File: config.mk
export PLATFORM = sky130hd
export DESIGN_NAME = ssfd_decoder
export DESIGN_NICKNAME = d
export VERILOG_FILES = /design/src/hw/ssfd_pkg.sv /design/src/hw/ssfd_decoder.sv
export SDC_FILE = /design/constraint.sdc
export NUM_CORES = 1
export LEC_CHECK = 0
export CORE_UTILIZATION = 50
export CTS_BUF_LIST = sky130_fd_sc_hd__clkbuf_8
export DETAILED_ROUTE_END_ITERATION = 12
export DONT_BUFFER_PORTS = 1
export PLACE_DENSITY_LB_ADDON = 0.3
export SYNTH_ARGS = -nofsm -noshare
export SYNTH_HDL_FRONTEND = slang
export SYNTH_SLANG_ARGS = --single-unit
File: constraint.sdc
create_clock -name MCLK -period 6.79 [get_ports MCLK]
set_input_delay 1.0185 -clock MCLK [delete_from_list [all_inputs] [get_ports MCLK]]
set_output_delay 1.0185 -clock MCLK [all_outputs]
set_load 0.005 [all_outputs]
File: src/hw/ssfd_pkg.sv
// Constants and types for the sector servo field decoder
package ssfd_pkg;
  localparam int TRK_W = 12;
  localparam int POS_W = 21;
  localparam int VEL_W = 16;
  // Preamble made of 3-period patterns
  localparam int GAIN_T = 88;
  localparam int SYNC_T = 40;
  localparam logic [7:0] PRE_GAP = 8'h03;
  localparam logic [3:0] SYNC_RUN = 4'hA;
  // Address mark and servo data cells
  localparam logic [7:0] MARK_GAP = 8'h0E;
  localparam logic [7:0] CELL_T = 8'h09;
  localparam logic [3:0] CELL_ZERO = 4'h0;
  localparam logic [3:0] CELL_INDEX = 4'h1;
  localparam logic [3:0] CELL_LAST = 4'hD;
  localparam logic [7:0] MARK_WIN = 8'(GAIN_T + SYNC_T + 2 * MARK_GAP);
  // Burst area layout in servo periods, then wedge count, mode thresholds and velocity gain
  localparam logic [7:0] ERASE_T = 8'h09;
  localparam logic [7:0] BURST_T = 8'h2A;
  localparam logic [7:0] A_START = ERASE_T;
  localparam logic [7:0] B_START = A_START + BURST_T;
  localparam logic [7:0] C_START = B_START + BURST_T;
  localparam logic [7:0] C_END = C_START + BURST_T;
  localparam logic [7:0] AREA_T = 8'h90;
  localparam logic [6:0] WEDGES = 7'h4E;
  localparam logic [12:0] SEEK_VEL_MIN = 13'h0014;
  localparam logic [8:0] ONTRK_TOL = 9'h010;
  localparam logic [15:0] VEL_TRK_GAIN = 16'h0008;

  typedef enum logic [1:0] {
    MD_VEL, MD_COARSE, MD_FINE, MD_FOLLOW
  } ssfd_mode_type;

  typedef enum logic [2:0] {
    ST_HUNT, ST_SYNC, ST_DATA, ST_BURST
  } ssfd_state_type;

  typedef struct packed {
    logic [7:0] a;
    logic [7:0] b;
    logic [7:0] c;
  } ssfd_burst_type;
endpackage : ssfd_pkg

File: src/hw/ssfd_decoder.sv
// Servo wedge decoder: sync, mark, index, track, bursts, position
`timescale 1ns/1ps
module ssfd_decoder
  import ssfd_pkg::*;
(
  input wire logic MCLK,
  input wire logic RST,
  input wire logic SERVO_TICK,
  input wire logic SERVO_PULSE,
  input wire ssfd_burst_type BURST_IN,
  input wire logic [7:0] ACT_CURRENT,
  input wire logic [TRK_W-1:0] TARGET_TRACK,
  output logic GATE_A,
  output logic GATE_B,
  output logic GATE_C,
  output logic INDEX_PULSE,
  output logic WEDGE_DONE,
  output logic MISS_ERR,
  output logic [6:0] WEDGE_NUM,
  output logic [TRK_W-1:0] TRACK,
  output logic [POS_W-1:0] POS,
  output logic [VEL_W-1:0] VEL,
  output ssfd_mode_type MODE
);
  ssfd_state_type st_q;
  ssfd_burst_type smp_q;
  logic [7:0] gap_q;
  logic [7:0] cnt_q;
  logic [3:0] run_q;
  logic [3:0] cell_q;
  logic marks_q;
  logic bit_q;
  logic idx_q;
  logic [TRK_W-1:0] gray_q;

  wire tick = SERVO_TICK;
  wire pulse = SERVO_TICK & SERVO_PULSE;
  wire [7:0] gap_now = gap_q + 8'h01;
  wire is_pre = pulse && gap_now == PRE_GAP;
  wire is_mark = pulse && gap_now == MARK_GAP;
  wire cell_end = cnt_q == CELL_T - 8'h01;
  wire cell_bit = bit_q | SERVO_PULSE;
  wire mark_late = cnt_q == MARK_WIN - 8'h01;
  wire area_end = cnt_q == AREA_T - 8'h01;
  wire in_burst = st_q == ST_BURST;
  wire gate_a_w = in_burst && cnt_q >= A_START && cnt_q < B_START;
  wire gate_b_w = in_burst && cnt_q >= B_START && cnt_q < C_START;
  wire gate_c_w = in_burst && cnt_q >= C_START && cnt_q < C_END;

  logic [TRK_W-1:0] bin_w;
  genvar gi;
  generate
    for (gi = 0; gi < TRK_W; gi++) begin : g_gray
      assign bin_w[gi] = ^gray_q[TRK_W-1:gi];
    end
  endgenerate

  // coarse: B near even track centre, A near odd
  wire [7:0] frac_w = bin_w[0] ? smp_q.a : smp_q.b;
  wire [POS_W-1:0] pos_coarse = {bin_w, frac_w, 1'b0};
  // fine: A equals C on track, difference is offset
  wire [8:0] ac_diff = {1'b0, smp_q.a} - {1'b0, smp_q.c};
  wire [POS_W-1:0] pos_fine = {bin_w, 9'h000} +
                              {{(POS_W-9){ac_diff[8]}}, ac_diff};
  wire fine_md = MODE == MD_FINE || MODE == MD_FOLLOW;
  wire [POS_W-1:0] pos_w = fine_md ? pos_fine : pos_coarse;
  wire [12:0] trk_delta = {1'b0, bin_w} - {1'b0, TRACK};
  wire [15:0] delta_ext = {{3{trk_delta[12]}}, trk_delta};
  wire [15:0] cur_ext = {{8{ACT_CURRENT[7]}}, ACT_CURRENT};
  wire [VEL_W-1:0] vel_w = 16'(delta_ext * VEL_TRK_GAIN + cur_ext);
  // Mode choice from distance to target and fine offset
  wire [12:0] tgt_diff = {1'b0, TARGET_TRACK} - {1'b0, bin_w};
  wire [12:0] dist_w = tgt_diff[12] ? 13'(-tgt_diff) : tgt_diff;
  wire [8:0] off_abs = ac_diff[8] ? 9'(-ac_diff) : ac_diff;
  ssfd_mode_type mode_w;
  assign mode_w = dist_w >= SEEK_VEL_MIN ? MD_VEL :
                  dist_w != 13'h0000 ? MD_COARSE :
                  off_abs > ONTRK_TOL ? MD_FINE : MD_FOLLOW;
  wire done_w = tick && in_burst && area_end;
  // wedge count restarts at the index wedge
  wire [6:0] wedge_w = idx_q ? 7'h00 :
                       WEDGE_NUM == WEDGES - 7'h01 ? 7'h00 :
                       WEDGE_NUM + 7'h01;

  // Pulse spacing tracker
  always_ff @(posedge MCLK or posedge RST) begin
    if (RST) gap_q <= 8'h00;
    else if (pulse) gap_q <= 8'h00;
    else if (tick && gap_q != 8'hFF) gap_q <= gap_now;
  end

  always_ff @(posedge MCLK or posedge RST) begin
    if (RST) begin
      st_q <= ST_HUNT;
      cnt_q <= 8'h00;
      run_q <= 4'h0;
      marks_q <= 1'b0;
      cell_q <= 4'h0;
      bit_q <= 1'b0;
      idx_q <= 1'b0;
      gray_q <= '0;
      smp_q <= '0;
    end else if (tick) begin
      cnt_q <= cnt_q + 8'h01;
      case (st_q)
        ST_HUNT: begin
          if (pulse) run_q <= is_pre ? run_q + 4'h1 : 4'h0;
          if (is_pre && run_q == SYNC_RUN - 4'h1) begin
            st_q <= ST_SYNC;
            cnt_q <= 8'h00;
            marks_q <= 1'b0;
          end
        end
        // two 14-period gaps in a row
        ST_SYNC: begin
          if (is_mark && marks_q) begin
            st_q <= ST_DATA;
            cnt_q <= 8'h00;
            cell_q <= CELL_ZERO;
            bit_q <= 1'b0;
            idx_q <= 1'b0;
          end else if (mark_late) begin
            st_q <= ST_HUNT;
            run_q <= 4'h0;
          end else if (pulse) begin
            marks_q <= is_mark;
          end
        end
        ST_DATA: begin
          bit_q <= cell_bit;
          if (cell_end) begin
            cnt_q <= 8'h00;
            bit_q <= 1'b0;
            cell_q <= cell_q + 4'h1;
            if (cell_q == CELL_ZERO && cell_bit) begin
              st_q <= ST_HUNT;
              run_q <= 4'h0;
            end
            if (cell_q == CELL_INDEX) idx_q <= cell_bit;
            if (cell_q > CELL_INDEX) gray_q <= {gray_q[TRK_W-2:0], cell_bit};
            if (cell_q == CELL_LAST) st_q <= ST_BURST;
          end
        end
        ST_BURST: begin
          // take the digitised amplitude at each burst end
          if (cnt_q == B_START - 8'h01) smp_q.a <= BURST_IN.a;
          if (cnt_q == C_START - 8'h01) smp_q.b <= BURST_IN.b;
          if (cnt_q == C_END - 8'h01) smp_q.c <= BURST_IN.c;
          if (area_end) begin
            st_q <= ST_HUNT;
            run_q <= 4'h0;
          end
        end
        default: st_q <= ST_HUNT;
      endcase
    end
  end

  // missed mark: late window or nonzero mark bit
  wire miss_sync = st_q == ST_SYNC && mark_late && !(is_mark && marks_q);
  wire miss_zero = st_q == ST_DATA && cell_end &&
                   cell_q == CELL_ZERO && cell_bit;
  wire miss_w = tick && (miss_sync || miss_zero);
  // index pulse when index bit is one
  wire index_w = tick && st_q == ST_DATA && cell_end &&
                 cell_q == CELL_INDEX && cell_bit;

  always_ff @(posedge MCLK or posedge RST) begin
    if (RST) begin
      GATE_A <= 1'b0;
      GATE_B <= 1'b0;
      GATE_C <= 1'b0;
      INDEX_PULSE <= 1'b0;
      WEDGE_DONE <= 1'b0;
      MISS_ERR <= 1'b0;
    end else begin
      GATE_A <= gate_a_w;
      GATE_B <= gate_b_w;
      GATE_C <= gate_c_w;
      INDEX_PULSE <= index_w;
      WEDGE_DONE <= done_w;
      MISS_ERR <= miss_w;
    end
  end

  // results move only on a completed wedge
  always_ff @(posedge MCLK or posedge RST) begin
    if (RST) begin
      WEDGE_NUM <= 7'h00;
      TRACK <= '0;
      POS <= '0;
      VEL <= '0;
      MODE <= MD_VEL;
    end else if (done_w) begin
      WEDGE_NUM <= wedge_w;
      TRACK <= bin_w;
      POS <= pos_w;
      VEL <= vel_w;
      MODE <= mode_w;
    end
  end

  // Helper: ticks seen while any gate is high
  logic [7:0] gticks_q;
  always_ff @(posedge MCLK or posedge RST) begin
    if (RST) gticks_q <= 8'h00;
    else if (!in_burst) gticks_q <= 8'h00;
    else if (tick && (gate_a_w | gate_b_w | gate_c_w))
      gticks_q <= gticks_q + 8'h01;
  end
endmodule : ssfd_decoder

======== Word-level counts from Yosys, hierarchy flattened ========
Cells that the tools add are included.
storage, ports and cells
  bits in registers ....................... 130
  bits in latches ......................... 0
  bits in writable memories ............... 0
  bits in read-only memories .............. 0
  output and inout port bits .............. 64
  logic and storage cells ................. 177
  memories kept ........................... 0
cells by class
  add/subtract/negate cells ............... 12
  $mul .................................... 0
  div/mod/pow operators ................... 0
  $lt $le $gt $ge ......................... 9
  eq/ne operators ......................... 31
  shifts and indexed selects .............. 0
  mux-type cells .......................... 45
  bitwise operators ....................... 2
  reductions and logical operators ........ 55
operators with widths
  operator                                                                 count
  8-bit 2-to-1 mux                                                         6
  4-bit 2-to-1 mux                                                         9
  12-bit by 12-bit subtractor with 13-bit output                           2
  8-bit == test (second input constant)                                    3
  1-bit logical AND                                                        24
  8-bit one-hot mux with 3 select lines                                    1
  21-bit adder                                                             1
  21-bit 2-to-1 mux                                                        1
  3-bit 2-to-1 mux                                                         7
  2-bit != test (second input constant)                                    9
  16-bit adder                                                             1
  8-bit by 1-bit adder with 8-bit output (second input constant)           2
  8-bit by 4-bit == test with 1-bit output (second input constant)         2
  4-bit one-hot mux with 4 select lines                                    1
  7-bit 2-to-1 mux                                                         2
  13-bit by 5-bit >= comparator with 1-bit output (second input constant)  1
  13-bit 2-to-1 mux                                                        1
  13-bit negator                                                           1
  13-bit nonzero test                                                      1
  3-bit one-hot mux with 4 select lines                                    1
  3-bit AND reduction                                                      4
  6-bit AND reduction                                                      2
  12-bit parity                                                            1
  11-bit parity                                                            1
  50 further kinds                                                         70

======== Depth between registers and ports, before layout ========
  depth in word-level cells ............... 8
  mapped depth ............................ 28
  mapped depth without buffers ............ 28

======== Least setup slack after synthesis ========
Ideal clock, no wire load.
  kind .................................... register to register
  start point ............................. register gray_q[10]
  end point ............................... register VEL[15]
  arrival time ............................ 5.331 ns
  required time ........................... 6.659 ns
  path slack .............................. 1.328 ns
  cell stages (with the launch flop) ...... 29
  clock period less this slack ............ 5.462 ns
  cell sequence ........................... dfrtp_1 > xor3_2 > xnor3_2 > xnor3_2 > xnor2_2 > xnor2_1 > clkinv_1 > ha_1 > inv_1 > ha_1 > inv_1 > maj3_1 > o21a_1 > o21ai_1 > nand2_1 > xnor2_1 > ha_1 > inv_1 > o21bai_1 > a21oi_1 > o21bai_1 > a21oi_1 > o21bai_1 > a21oi_1 > o21bai_1 > a21oi_1 > xnor2_1 > xnor2_1 > o21ai_1
on the way
  longest elaborated chain between the ends .. 3
  elaborated cells on any way between the ends .. 13
  those cells by class .................... add/sub: 2; reduce/logical: 11
RTL lines
  what                                            RTL line             text
  from (decl)                                     ssfd_decoder.sv:34   logic [TRK_W-1:0] gray_q;
  from (signal assigned)                          ssfd_decoder.sv:140  if (cell_q > CELL_INDEX) gray_q <= {gray_q[TRK_W-2:0], cell_bit};
  3-bit parity                                    ssfd_decoder.sv:54   assign bin_w[gi] = ^gray_q[TRK_W-1:gi];
  named net bin_w[9]                              ssfd_decoder.sv:50   logic [TRK_W-1:0] bin_w;
  12-bit by 12-bit subtractor with 13-bit output  ssfd_decoder.sv:67   wire [12:0] trk_delta = {1'b0, bin_w} - {1'b0, TRACK};
  16-bit adder                                    ssfd_decoder.sv:70   wire [VEL_W-1:0] vel_w = 16'(delta_ext * VEL_TRK_GAIN + cur_ext);
  to (signal assigned)                            ssfd_decoder.sv:198  VEL <= vel_w;
  to (decl)                                       ssfd_decoder.sv:22   output logic [VEL_W-1:0] VEL,
The timed path passes the listed nets, and every way through them passes these cells.
A chain may end at the register's enable or synchronous reset.

======== Worst setup path in the final report ========
Ends and elaborated chain as after synthesis.

==> impl_metrics.env <==
export IMPL_outcome="completed"
export IMPL_area_growth_pct=7.857
export IMPL_crit_fanout=12
export IMPL_synth_most_common_cell="nand2_1"
export IMPL_clock_sinks=129
export IMPL_crit_required_ps=7120
export IMPL_io_pins=112
export IMPL_ys_warn_count=0
export IMPL_fin_ws_ps=456.0
export IMPL_num_rows=48
export IMPL_syn_nets=1145
export IMPL_hold_path_class="reg2reg"
export IMPL_avgSynthCellArea_um2=8.643
export IMPL_ys_ff_latch=129
export IMPL_drc_errors=0
export IMPL_setup_viol=0
export IMPL_placed_cell_area_um2=9084
export IMPL_path_clk_slew_ps=80
export IMPL_dp_cells=1219
export IMPL_synth_distinct_cells=71
export IMPL_fin_crit_sh=0.9328
export IMPL_yosysTopAreaCell="dfrtp_1"
export IMPL_layout_nets=1128
export IMPL_hold_buffers=0
export IMPL_rr_startpoint="gray_q[10]"
export IMPL_reg2regPathDepth=29
export IMPL_max_stage_delay_ps=520
export IMPL_grt_pass1_wl_mm=33.91
export IMPL_crit_path_frequent_cell="a21oi_1"
export IMPL_fin_tns_setup_ps=0
export IMPL_reg2reg_setup_slack_ps=460
export IMPL_syn_inst=1030
export IMPL_dieArea_um2=18340
export IMPL_final_max_slew_viol_count=0
export IMPL_drtAntennaViolNets=0
export IMPL_clk_latency_ps=460
export IMPL_die_y_um=135.4
export IMPL_dominantRegCellSynth="dfrtp_1"
export IMPL_critPathKind="reg2reg"
export IMPL_finalPower_mw=1.851
export IMPL_hold_path_end="run_q[3]"
export IMPL_finalCriticalPeriod_ps=6334
export IMPL_cp_start_kind="register"
export IMPL_crit_slowest_cell="xnor3_2"
export IMPL_holdWs_ps=491.0
export IMPL_min_from="run_q[3]"
export IMPL_final_area_um2=9602
export IMPL_synthArstFlopShare=1.000
export IMPL_seq_area_frac_synth=0.3626
export IMPL_fmax_mhz=157.9
export IMPL_place_gp_congestion=0.8366
export IMPL_cts_setup_buffers=0
export IMPL_antenna_found_initial=1
export IMPL_crit_arrival_ps=6660
export IMPL_maxCapViolations=0
export IMPL_fin_cells=1250
export IMPL_synth_top_area_frac=0.3626
export IMPL_die_w_um=135.4
export IMPL_track_usage=0.2353
export IMPL_worstReg2RegEnd="VEL[15]"
export IMPL_hold_violations=0
export IMPL_netlist_top_cells_count="nand2_1 (160), dfrtp_1 (129), o21ai_0 (98)"
export IMPL_syn_cell_area_um2=8902
export IMPL_cts_root_buffer="clkbuf_8"
export IMPL_cts_made_buffers=17
export IMPL_postRouteWirelength_mm=20.78
export IMPL_placeableCoreArea_um2=17360
export IMPL_cts_buffer_depth=2
export IMPL_first_pass_iters=5
export IMPL_antenna_cells=0
export IMPL_vias=7098
export IMPL_min_path_cells=1
export IMPL_htreeDepth=4
export IMPL_grt_pass1_vias=6733
export IMPL_ir_worst_vdd_mv=0.1421
export IMPL_drive_above_1_share=0.09463
export IMPL_ys_top_cells_by_area="dfrtp_1 (36%), ha_1 (9.1%), nand2_1 (6.7%)"
export IMPL_finClkSkew_ps=16.13
export IMPL_grt_max_degree=81
export IMPL_drtIter0Drc=399
export IMPL_tightest_slew_ps=1183
export IMPL_dp_hpwl_mm=15.48
export IMPL_port_buffers=0
export IMPL_start_util=0.5129
export IMPL_max_slew_margin_rel=0.2046
export IMPL_synth_edf_count=0
export IMPL_p_per_area_nw_per_um2=192.8
export IMPL_leakagePower_nw=4.366
export IMPL_vias_per_cell=5.678
export IMPL_rsz0062_at_grt="no"
export IMPL_grt_ovfl_total=0
export IMPL_cts_tree="done"
export IMPL_place_ws_ps=374.1
export IMPL_final_util=0.5532
export IMPL_wl_per_cell_um=16.62
export IMPL_critPathCaptureType="register"
-- report_power, final --
part	leakage (nW)	switching [mW]	internal (mW)
clock network	0.253	0.331	0.532
logic	2.38	0.0953	0.0656
registers	1.74	0.0401	0.787
total	4.37	0.467	1.38
-- critical path, delay by kind of cell, from the launching register on --
| kind | cells | cell delay, ps |
|---|---|---|
| buffers and inverters | 4 | 580 |
| AND/OR/NAND/NOR | 1 | 50 |
| XOR/XNOR | 8 | 2320 |
| adder cells (fa/ha/maj) | 3 | 710 |
| flip-flops | 1 | 430 |
| AO/OA/AOI/OAI | 13 | 2110 |
-- sequential cells by signal, summed over array words and instances, names as in the netlist --
register     cells
GATE_A           1
GATE_B           1
GATE_C           1
INDEX_PULSE      1
MISS_ERR         1
MODE             2
POS             21
TRACK           12
VEL             16
WEDGE_DONE       1
WEDGE_NUM        7
bit_q            1
cell_q           4
cnt_q            8
gap_q            8
gray_q          12
idx_q            1
marks_q          1
run_q            4
smp_q           24
st_q             2
-- worst max-delay path by stage --
stage,startpoint,to
after floorplan,gray_q[10],VEL[15]
after global placement,gray_q[10],VEL[15]
after detailed placement,gray_q[10],VEL[15]
after CTS,gray_q[10],VEL[15]
after global routing,gray_q[10],VEL[15]
final,gray_q[10],VEL[15]
-- metal layers --
layer,vias to the layer above,routed length (um),global-route usage,share of wire
met1,3357,9447,0.2997,0.45
met5,-,13,0,0.00063
met3,22,1269,0.06958,0.061
li1,3565,-,-,-
met4,2,246,0.06866,0.012
met2,152,9801,0.3849,0.47
-- layout make-up --
type / count / area, um^2
clock inverters: 12 / 252.7
clock buffers: 19 / 261.5
inverters: 69 / 267.8
repair buffers: 6 / 45.04
well taps: 225 / 281.5
flip-flops and latches: 129 / 3228
fillers: 1584 / 7755
multi-input cells: 790 / 5265
-- kinds of logic (layout without fill, tap and decap cells) --
group,Yosys count,in the layout,synth area share
flip-flops,129,129,0.3626
multiplexers,38,38,0.04737
AND/OR/NAND/NOR,340,340,0.1764
XOR/XNOR,70,70,0.07815
buffers and inverters,111,106,0.04722
AO/OA/AOI/OAI,274,274,0.1913
adder cells (fa/ha/maj),68,68,0.09698
-- cells in the final DEF, fill, tap and decap left out, types with 6 or more instances in the layout --
master and instances:
o21a_1 9, a21o_1 13, nor3_1 21, ha_1 65, nor2b_1 11, inv_1 66, o21bai_1 12, and3_1 16
nand2_1 159, nand3_1 22, nand4_1 8, dfrtp_1 129, a31oi_1 6, nor2_1 59, clkbuf_8 19, o21ai_0 98
mux2_2 33, xnor2_1 43, o31ai_1 13, nand2b_1 11, bufinv_16 7, a21oi_1 71, buf_4 6, xor2_1 21
-- repair_timing --
| action | 4_1_cts | 5_1_grt |
|---|---|---|
| setup endpoints to repair | 0 | 1 |
| endpoints found under the hold margin | 0 | 0 |
| resized for setup | 0 | 1 |
No activity file was read; power rests on OpenSTA's default activity.
